--- config.mk ---
export PLATFORM = sky130hd
export DESIGN_NAME = io_power_config_sequencer
export DESIGN_NICKNAME = d
export VERILOG_FILES = /design/src/logic/io_power_config_pkg.sv /design/src/logic/io_power_config_sequencer.sv
export SDC_FILE = /design/constraint.sdc
export NUM_CORES = 1
export LEC_CHECK = 0
export BUFFER_PORTS_ARGS = -buffer_cell sky130_fd_sc_hd__buf_4
export CORE_UTILIZATION = 30
export DETAILED_ROUTE_END_ITERATION = 10
export MAX_ROUTING_LAYER = met4
export PLACE_DENSITY_LB_ADDON = 0.25
export SETUP_SLACK_MARGIN = 0.1
export SLEW_MARGIN = 20
export SYNTH_ARGS = -nofsm -noshare
export SYNTH_HDL_FRONTEND = slang
export SYNTH_SLANG_ARGS = --single-unit
--- constraint.sdc ---
create_clock -name i_sys_clk -period 1.8 [get_ports i_sys_clk]
set_input_delay 0.27 -clock i_sys_clk [delete_from_list [all_inputs] [get_ports i_sys_clk]]
set_output_delay 0.27 -clock i_sys_clk [all_outputs]
set_load 0.01 [all_outputs]
--- src/logic/io_power_config_pkg.sv ---
// constants for the i/o power-on and configuration sequencer
// assumes a single 100 MHz system clock and a synchronous active-low reset
`default_nettype none
package io_power_config_pkg;
    // idle pin termination choices after the tristate release
    localparam logic [1:0] TERM_PULLDOWN      = 2'h0;
    localparam logic [1:0] TERM_PULLUP        = 2'h1;
    localparam logic [1:0] TERM_FLOAT         = 2'h2;
    localparam logic [1:0] TERM_RESET_VALUE   = TERM_PULLDOWN;
    // cycles from tristate release to write-enable release
    localparam int         WE_DELAY_CYCLES    = 1;
    // default length of configuration memory initialisation, in cycles
    localparam int         INIT_CYCLES_DEF    = 16;
    // mode strap value held after reset, before sampling
    localparam logic [2:0] MODE_RESET_VALUE   = 3'h0;
    // sequencer phases
    typedef enum logic [2:0] {
        ST_POWER_WAIT,
        ST_INIT_MEM,
        ST_CONFIG,
        ST_RELEASE_TRI,
        ST_RELEASE_WE,
        ST_USER
    } seq_state_type;
endpackage
`default_nettype wire

--- src/logic/io_power_config_sequencer.sv ---
// i/o pin state sequencer across power-on, configuration, start-up and user mode
// assumes power-good, straps and done indication are synchronous to i_sys_clk
//
// Behaviour
// - wait for core, aux, bank-2 power-good
// - outputs high impedance before configuration
// - low strap enables pull-ups until configured
// - unconnected pull-up strap reads high
// - init memory and assert global set-reset
// - init done: raise init, sample mode straps
// - outputs stay high impedance during configuration
// - release global set-reset at configuration end
// - release tristate, idle pins take the selected termination
// - idle pin termination from i_idle_pin_termination, sampled at configuration end
// - write enable released one cycle later
// - user mode: pull-ups to user, strap freed
// - pull-downs active during boundary-scan extest/highz
// - same behaviour for input-only, unused dual-purpose
`default_nettype none
module io_power_config_sequencer
    import io_power_config_pkg::*;
#(
    parameter int INIT_CYCLES = INIT_CYCLES_DEF
) (
    input  wire logic       i_sys_clk,
    input  wire logic       i_rst_n,
    input  wire logic       i_vccint_good,
    input  wire logic       i_vccaux_good,
    input  wire logic       i_vcco_bank2_good,
    input  wire logic       i_pullup_disable_strap,
    input  wire logic       i_pullup_strap_driven,
    input  wire logic       i_mode_strap_0,
    input  wire logic       i_mode_strap_1,
    input  wire logic       i_mode_strap_2,
    input  wire logic       i_config_done,
    input  wire logic [1:0] i_idle_pin_termination,
    input  wire logic       i_boundary_scan_hiz,
    output logic            o_init_done_n,
    output logic [2:0]      o_config_mode,
    output logic            o_global_set_reset_net,
    output logic            o_global_tristate_net,
    output logic            o_global_write_enable_net,
    output logic            o_config_pullup_en,
    output logic            o_idle_pullup_en,
    output logic            o_idle_pulldown_en,
    output logic            o_user_mode,
    output logic            o_strap_pin_free
);
    //----------------------------------------------------------------
    // parameter check
    //----------------------------------------------------------------
    localparam int CNT_W = $clog2(INIT_CYCLES + 1);
    // a zero-length initialisation would leave the counter compare unreachable
    if (INIT_CYCLES < 1) begin : g_bad_init_cycles
        $error("INIT_CYCLES must be at least 1");
    end

    //----------------------------------------------------------------
    // state
    //----------------------------------------------------------------
    seq_state_type      state;
    seq_state_type      next_state;
    logic [CNT_W-1:0]   init_cnt;
    logic [CNT_W-1:0]   next_init_cnt;
    logic [2:0]         mode;
    logic [2:0]         next_mode;
    logic [1:0]         term;
    logic [1:0]         next_term;
    logic               init_n;
    logic               next_init_n;
    logic               power_good;
    logic               strap_level;

    // power is good only while all three rails report good
    assign power_good  = i_vccint_good & i_vccaux_good & i_vcco_bank2_good;
    // internal pull-up: an undriven strap reads high
    assign strap_level = i_pullup_strap_driven ? i_pullup_disable_strap : 1'b1;

    // next-state logic of the sequencer
    always_comb begin
        next_state    = state;
        next_init_cnt = init_cnt;
        next_mode     = mode;
        next_term     = term;
        next_init_n   = init_n;
        case (state)
            ST_POWER_WAIT: begin
                next_init_cnt = '0;
                if (power_good) begin
                    next_state = ST_INIT_MEM;
                end
            end
            ST_INIT_MEM: begin
                next_init_cnt = init_cnt + CNT_W'(1);
                if (init_cnt == CNT_W'(INIT_CYCLES - 1)) begin
                    next_init_n = 1'b1;
                    next_mode   = {i_mode_strap_2, i_mode_strap_1, i_mode_strap_0};
                    next_state  = ST_CONFIG;
                end
            end
            ST_CONFIG: begin
                if (i_config_done) begin
                    next_term  = i_idle_pin_termination;
                    next_state = ST_RELEASE_TRI;
                end
            end
            ST_RELEASE_TRI: begin
                next_state = ST_RELEASE_WE;
            end
            ST_RELEASE_WE: begin
                next_state = ST_USER;
            end
            ST_USER: begin
                next_state = ST_USER;
            end
            default: begin
                next_state = ST_POWER_WAIT;
            end
        endcase
        if (!power_good) begin
            next_state = ST_POWER_WAIT;
            next_init_n = 1'b0;
        end
    end

    // registers of the sequencer
    always_ff @(posedge i_sys_clk) begin
        if (!i_rst_n) begin
            state    <= ST_POWER_WAIT;
            init_cnt <= '0;
            mode     <= MODE_RESET_VALUE;
            term     <= TERM_RESET_VALUE;
            init_n   <= 1'b0;
        end else begin
            state    <= next_state;
            init_cnt <= next_init_cnt;
            mode     <= next_mode;
            term     <= next_term;
            init_n   <= next_init_n;
        end
    end

    //----------------------------------------------------------------
    // pin controls, each a registered single-bit step
    //----------------------------------------------------------------
    logic global_set_reset_net;
    logic global_tristate_net;
    logic global_write_enable_net;
    logic cfg_pu;
    logic idle_pu;
    logic idle_pd;
    logic user;
    logic next_gsr;
    logic next_gts;
    logic next_gwe;
    logic next_cfg_pu;
    logic next_idle_pu;
    logic next_idle_pd;
    logic next_user;
    logic pre_user;

    // derive pin controls from the phase the sequencer is entering
    always_comb begin
        pre_user     = (next_state == ST_RELEASE_WE) || (next_state == ST_USER);
        // global set-reset held until configuration ends
        next_gsr     = (next_state == ST_POWER_WAIT) || (next_state == ST_INIT_MEM)
                       || (next_state == ST_CONFIG);
        // tristate held through power-up and configuration
        next_gts     = !pre_user;
        // write enable one cycle after the tristate release
        next_gwe     = (next_state == ST_USER);
        next_user    = pre_user;
        // strap pull-ups only before user mode
        next_cfg_pu  = !pre_user && !strap_level;
        next_idle_pu = pre_user && (term == TERM_PULLUP);
        next_idle_pd = pre_user && (term == TERM_PULLDOWN);
        // boundary scan overrides the idle termination in every phase
        // so the pull-down is on whatever the sequencer is doing
        if (i_boundary_scan_hiz) begin
            next_idle_pd = 1'b1;
            next_idle_pu = 1'b0;
        end
    end

    // registers of the pin controls
    always_ff @(posedge i_sys_clk) begin
        if (!i_rst_n) begin
            global_set_reset_net     <= 1'b1;
            global_tristate_net     <= 1'b1;
            global_write_enable_net     <= 1'b0;
            cfg_pu  <= 1'b0;
            idle_pu <= 1'b0;
            idle_pd <= 1'b0;
            user    <= 1'b0;
        end else begin
            global_set_reset_net     <= next_gsr;
            global_tristate_net     <= next_gts;
            global_write_enable_net     <= next_gwe;
            cfg_pu  <= next_cfg_pu;
            idle_pu <= next_idle_pu;
            idle_pd <= next_idle_pd;
            user    <= next_user;
        end
    end

    //----------------------------------------------------------------
    // outputs
    //----------------------------------------------------------------
    assign o_init_done_n             = init_n;
    assign o_config_mode             = mode;
    assign o_global_set_reset_net    = global_set_reset_net;
    assign o_global_tristate_net     = global_tristate_net;
    assign o_global_write_enable_net = global_write_enable_net;
    assign o_config_pullup_en        = cfg_pu;
    assign o_idle_pullup_en          = idle_pu;
    assign o_idle_pulldown_en        = idle_pd;
    assign o_user_mode               = user;
    assign o_strap_pin_free          = user;
endmodule
`default_nettype wire

## After elaboration in Yosys (flattened, before gate mapping)

Cells that the tools add are included.

| word-level totals | value |
|---|---|
| register bits after elaboration | 21 |
| word-level logic and storage cells | 51 |

| cells by class | value |
|---|---|
| add/sub/neg operators | 1 |
| eq/ne operators | 11 |
| muxes and demuxes | 7 |
| bitwise operators | 3 |
| reductions and logical operators | 17 |

Operator list:

| operator | number |
|---|---|
| $pmux W3 S5 | 1 |
| $eq A3 B3 Y1 const B | 4 |
| $pmux W5 S2 | 1 |
| $eq A3 B2 Y1 const B | 3 |
| $mux W3 | 3 |
| $eq A3 B1 Y1 const B | 2 |
| $logic_not A3 Y1 | 2 |
| $reduce_and A2 Y1 | 3 |
| $add A5 B1 Y5 const B | 1 |
| $eq A5 B4 Y1 const B | 1 |
| $reduce_or A2 Y1 | 2 |
| $logic_and A1 B1 Y1 | 3 |
| $logic_or A1 B1 Y1 | 3 |
| $and A1 B1 Y1 | 2 |
| $eq A2 B1 Y1 const B | 1 |
| $logic_not A1 Y1 | 2 |
| $logic_not A2 Y1 | 1 |
| $mux W1 | 2 |
| $reduce_bool A2 Y1 | 1 |
| $not A1 Y1 | 1 |

## Logic depth before layout (Yosys ltp)

Gate-level depths: netlist of run 1.

| logic depth | value |
|---|---|
| depth after elaboration | 8 |
| mapped depth | 6 |
| gate-level depth less buffers | 6 |

## Worst setup path after synthesis of run 1

OpenSTA, ideal clock, no wires.

| path | value |
|---|---|
| path type | register -> register |
| from | register init_cnt[0] |
| to | register mode[0] (netlist: o_config_mode[0]) |
| library setup time | 0.118 ns |
| data arrival time | 1.294 ns |
| data required time | 1.682 ns |
| path slack | 0.388 ns |
| cell stages (with the launch flop) | 7 |
| path buffers | 0 |
| cell sequence | dfxtp_1 > ha_1 > and3_1 > ha_1 > and4bb_4 > mux2i_1 > nor2_1 |

| between the ends | value |
|---|---|
| cells in the longest elaborated chain, start to end | 2 |

RTL lines:

| what | RTL line | source |
|---|---|---|
| from (decl) | io_power_config_sequencer.sv:63 | `logic [CNT_W-1:0] init_cnt;` |
| from (signal assigned) | io_power_config_sequencer.sv:136 | `init_cnt <= next_init_cnt;` |
| $eq A5 B4 Y1 | io_power_config_sequencer.sv:95 | `if (init_cnt == CNT_W'(INIT_CYCLES - 1)) begin` |
| $reduce_and A2 Y1 (no source line) | - |  |
| to (signal assigned) | io_power_config_sequencer.sv:137 | `mode <= next_mode;` |
| to (decl) | io_power_config_sequencer.sv:65 | `logic [2:0] mode;` |

Every way passes these cells.
A chain may end at the register's enable or synchronous reset.

## Worst setup path in the final report of run 1

| path | value |
|---|---|
| from | register init_cnt[0] |
| to | register mode[1] (netlist: o_config_mode[1]) |

Same word-level chain as after synthesis.

==> qor.yml, run 1 <==
clk_latency_ns: 0.31
die_w_um: 55.61
crit_slowest_cell: "dfxtp_1"
htreeDepth: 1
outcome: "completed"
yosysTopAreaCell: "dfxtp_1"
cts-hold-fix-buffers: 0
slew_headroom: 0.7121
min_period_ns: 1.520
synth.top_cell.area_share: 0.4877
worstPathArrival_ns: 1.73
cts_root_buf: "clkbuf_4"
ys_types: 29
worst_pin_slew_ns: 0.4210
gp_congestion: 0.7166
routed_wl_mm: 1.592
place_hpwl_mm: 1.210
grt_pass1_vias: 690
syn_inst: 89
postSynthAreaPerCell_um2: 9.686
post_cts_buffers: 0
synth.ff_latch_count: 21
drtAntennaViolNets: 0
ys.warnings.count: 0
start_util: 0.3153
slowest_delay_ns: 0.38
cts_tree: "built"
clock-skew-final_ns: 0.003283
core_um2: 2734
synthTopCellsByArea: "dfxtp_1, mux2i_1, nor2_1"
die_h_um: 55.61
maxCapViolations: 0
clock_path_buffers: 2
end_kind: "flop"
drive_gt1_frac: 0.3077
vdd_drop_max_mv: 0.4884
layout_commonest_cell: "buf_4"
first_iter_violations: 10
viasPerCell: 4.757
syn_nets: 105
mostFrequentLayoutCells: "buf_4, dfxtp_1, nor2_1"
setup_viol: 0
numCtsBuffers: 3
p_leak_nw: 0.4524
area_growth_pct: 27.72
dieArea_um2: 3092
remaining_drc_errors: 0
grt_pass1_wl_mm: 2.725
fin_setup_tns_ns: 0
path_cells: "ha_1, and3_1, ha_1, and4bb_4, mux2i_1, nor2_1"
cts_resized: 0
io_pins: 26
finalNetCount: 134
hold_viol_final: 0
rsz0062_at_grt: "no"
overflow: 0
critPathMostFrequentCell: "ha_1"
port_buffers: 25
crit_fanout: 4
avgRoutedWirePerCell_um: 10.76
criticalPathCategory: "flop to flop"
power_density_nw_per_um2: 671.6
grt_util_all_layers: 0.1159
ys_seq_area_frac: 0.4877
min_path_type: "input pin to flop"
vias: 704
final_util: 0.4027
max_freq_mhz: 657.8
cts.sinks: 21
rows: 19
synth_area_um2: 862.1
clkTransAtPathRegs_ns: 0.12
grt_max_degree: 13
start_kind: "flop"
firstDrtPassIters: 4
antenna_found_initial: 0
antenna_cells: 0
finalCritPeriodShare: 0.8446
cp.required_ns: 2.01
finalMaxSlewViolations: 0
metrics by stage:
stage          instance area, um^2  worst slack (ns)  hold slack, ns  instances  power, mW
2_1_floorplan                862.1            0.3876          0.3466         89     0.4913
3_3_place_gp                  1074            0.3160          0.4352        144     0.5209
3_5_place_dp                  1074            0.2985          0.4352        144     0.5219
4_1_cts                       1101            0.2766         0.09720        148     0.7506
5_1_grt                       1101            0.1134         0.08789        148     0.7686
6_report                      1101            0.2797          0.1056        148     0.7394
cells in the mapped netlist (all sizes together):
master,instances
and4bb,2
a21oi,8
nand2b,1
clkbuf,1
ha,2
mux2,2
nand3b,2
a31oi,1
o31ai,1
clkinv,1
inv,3
or3b,2
nor3,2
o21a,1
o21ai,5
a2111oi,1
dfxtp,21
nand4,1
nand3,4
nand2,2
and3,4
nor2,11
mux2i,5
or3,1
buf,3
nor2b,2
metal layers:
metal | up-vias | part of all wire | track usage
met5 | - | 0 | -
li1 | 369 | - | -
met2 | 12 | 0.49 | 0.1928
met3 | 5 | 0.031 | 0.02326
met1 | 318 | 0.45 | 0.1256
met4 | 0 | 0.026 | 0.07500
sequential cells by signal (all words and copies together), names as in the netlist:
register                   cells
state                          3
term                           2
o_strap_pin_free               1
o_init_done_n                  1
init_cnt                       5
o_idle_pulldown_en             1
o_config_pullup_en             1
o_config_mode                  3
o_idle_pullup_en               1
o_global_write_enable_net      1
o_global_tristate_net          1
o_global_set_reset_net         1
worst max-delay path, delay by kind of cell, from the launching register on:
family | cells | cell delay (ns)
multiplexers | 1 | 0.20
adder cells (fa/ha/maj) | 2 | 0.35
flip-flops | 1 | 0.38
AND/OR/NAND/NOR | 3 | 0.49
layout make-up:
class / count / area, um^2
fillers: 267 / 1633
well taps: 31 / 38.79
inverters: 4 / 15.01
flip-flops and latches: 21 / 420.4
clock inverters: 1 / 5.005
multi-input cells: 60 / 389.1
clock buffers: 3 / 22.52
repair buffers: 28 / 210.2
final timing paths:
| path | from | to | slack [ns] | cells after the start |
|---|---|---|---|---|
| setup / recovery | init_cnt[0]$_SDFFE_PN0P_ | o_config_mode[1]$_SDFFE_PN0P_ | 0.28 | 6 |
| hold reg to reg | init_cnt[4]$_SDFFE_PN0P_ | init_cnt[4]$_SDFFE_PN0P_ | 0.48 | 2 |
| setup reg to reg | init_cnt[0]$_SDFFE_PN0P_ | o_config_mode[1]$_SDFFE_PN0P_ | 0.28 | 6 |
| hold / removal | i_pullup_disable_strap | o_config_pullup_en$_SDFF_PN0_ | 0.11 | 2 |
cell families after synthesis:
group,share of synthesized area
simple gates,0.2279
flops,0.4877
compound gates,0.1103
buf+inv,0.06095
mux,0.08418
fa+ha+maj,0.02902
where the power goes:
part | total [mW] | switching (mW) | internal [mW]
Clock | 0.229 | 0.146 | 0.0831
Sequential | 0.469 | 0.00133 | 0.468
Combinational | 0.0414 | 0.0159 | 0.0255
(Power assumes the default switching activity.)
==> inputs of run 2 (changes only) <==
clock period = 1.5 ns   (was 1.8 ns; I/O delays follow)
==> qor.yml, run 2 (same netlist as run 1, synthesis figures left out) <==
viasPerCell: 4.927  # +3.6%
end_kind: "flop"
clk_latency_ns: 0.31  # about the same
outcome: "completed"
min-delay-start: "i_pullup_disable_strap"
firstDrtPassIters: 2  # -2
setup_slack_ns: 0.03006  # -0.2496 ns
crit_fanout: 4  # unchanged
startpoint: "init_cnt[0]$_SDFFE_PN0P_"
grt_pass1_wl_mm: 3.091  # +13%
wl_met1_um: 789  # +9.6%
start_util: 0.3153  # unchanged
min_period_ns: 1.470  # -0.05038 ns
cts_root_buf: "clkbuf_4"
gp_congestion: 0.7337  # +2.4%
met2WireLength_um: 926  # +19%
multi_input_area_um2: 430.4  # +11%
criticalPathCategory: "flop to flop"
rows: 19  # unchanged
rsz0062_at_grt: "yes"
rr_startpoint: "init_cnt[0]$_SDFFE_PN0P_"
drive_gt1_frac: 0.4000  # +0.09231
max_freq_mhz: 680.3  # +3.4%
mostFrequentLayoutCells: "buf_4, dfxtp_1, nor2_1"
routed.top_layer: "met4"
clkTransAtPathRegs_ns: 0.12  # about the same
numCtsBuffers: 3  # unchanged
die_w_um: 55.61  # unchanged
remaining_drc_errors: 0  # unchanged
io_pins: 26  # unchanged
htreeDepth: 1  # unchanged
hold_viol_final: 0  # unchanged
dieArea_um2: 3092  # unchanged
cts_tree: "built"
seq_area_um2: 430.4  # +2.4%
final_util: 0.4297  # +0.02700
drtAntennaViolNets: 0  # unchanged
setup_viol: 0  # unchanged
layout_commonest_cell: "buf_4"
cp.required_ns: 1.70  # -0.31 ns
regMostFlops: "init_cnt"
clock_path_buffers: 2  # unchanged
antenna_cells: 0  # unchanged
routed_wl_mm: 1.805  # +13%
clock-skew-final_ns: 0.006836  # +0.003553 ns
vdd_drop_max_mv: 0.5084  # +4.1%
finalNetCount: 137  # +2.2%
port_buffers: 25  # unchanged
slew_headroom: 0.7215  # +0.009428
dp_slack_ns: 0.001808  # -0.2967 ns
overflow: 0  # unchanged
grt_util_all_layers: 0.1312  # +0.01535
avgRoutedWirePerCell_um: 11.95  # +11%
p_leak_nw: 0.4750  # +5.0%
cts.sinks: 21  # unchanged
area_growth_pct: 36.28
core_um2: 2734  # unchanged
nFillCells: 265  # -0.75%
vias: 744  # +5.7%
finalCritPeriodShare: 0.9800  # +0.1353
start_kind: "flop"
cts-hold-fix-buffers: 0  # unchanged
finalMaxSlewViolations: 0  # unchanged
grt_pass1_vias: 740  # +7.2%
worst_pin_slew_ns: 0.4072  # -0.01379 ns
die_h_um: 55.61  # unchanged
maxCapViolations: 0  # unchanged
hold_ws_ns: 0.05546  # -0.05016 ns
antenna_found_initial: 0  # unchanged
min_path_type: "input pin to flop"
place_hpwl_mm: 1.319  # +9.1%
power_density_nw_per_um2: 754.7  # +12%
worstPathArrival_ns: 1.67  # -0.06 ns
largest_reg_flops: 5  # unchanged
wl_met3_um: 40  # -20%
first_iter_violations: 9  # -1
grt_max_degree: 13  # unchanged
[run 2: cell count changes in the layout (fill, tap and decap cells not counted), moves of 2 or more]
cell | previous run | this run
ha_1 | 2 | 0
dfxtp_2 | 0 | 2
dfxtp_1 | 21 | 17
dfxtp_4 | 0 | 2
ha_4 | 0 | 2
buf_4 | 28 | 31
[run 2: area by class of cell]
class                      count  share of cell area
multi-input combinational     60              0.3663
sequential                    21              0.3663
timing repair buffer          31              0.1981
tap                           31             0.03301
inverter                       4             0.01278
clock inverter                 1            0.004260
clock buffer                   3             0.01917
[run 2: metrics by stage]
step           cell area, um^2  power, mW  cells  setup TNS (ns)
2_1_floorplan            879.6     0.5899     89               0
3_3_place_gp              1106     0.6269    146               0
3_5_place_dp              1106     0.6278    146               0
4_1_cts                   1159     0.9121    151               0
5_1_grt                   1175     0.9346    151        -0.06929
6_report                  1175     0.8866    151               0
[run 2: critical path: stages, from the launching register on]
cell and delay (ns):
dfxtp_4 0.39, ha_4 0.14, and3_4 0.19, ha_4 0.13, and4bb_4 0.27, mux2i_1 0.20
nor2_1 0.05
[run 2: per-layer routing]
layer / GRT usage / vias to the layer above
met4: 0.08571 / 0
met1: 0.1376 / 353
met3: 0.02093 / 5
met2: 0.2272 / 10
li1: - / 376
met5: - / -
[run 2: power by group]
| part | internal [mW] | switching (mW) |
|---|---|---|
| Sequential | 0.558 | 0.00162 |
| Clock | 0.0997 | 0.175 |
| Combinational | 0.0323 | 0.0207 |
| Total | 0.690 | 0.197 |
[run 2: final timing paths]
check / cells past startpoint / to / slack (ns)
max: 6 / o_config_mode[2]$_SDFFE_PN0P_ / 0.03
min: 2 / o_config_pullup_en$_SDFF_PN0_ / 0.06
max reg2reg: 6 / o_config_mode[2]$_SDFFE_PN0P_ / 0.03
min reg2reg: 2 / init_cnt[4]$_SDFFE_PN0P_ / 0.48
[run 2: what timing repair did]
action / 4_1_cts / 5_1_grt
setup buffers: 1 / 0
resized for setup: 4 / 6
endpoints found under the hold margin: 0 / 0
pin swaps: 2 / 1
cloned: 0 / 0
endpoints found under the setup margin: 5 / 8
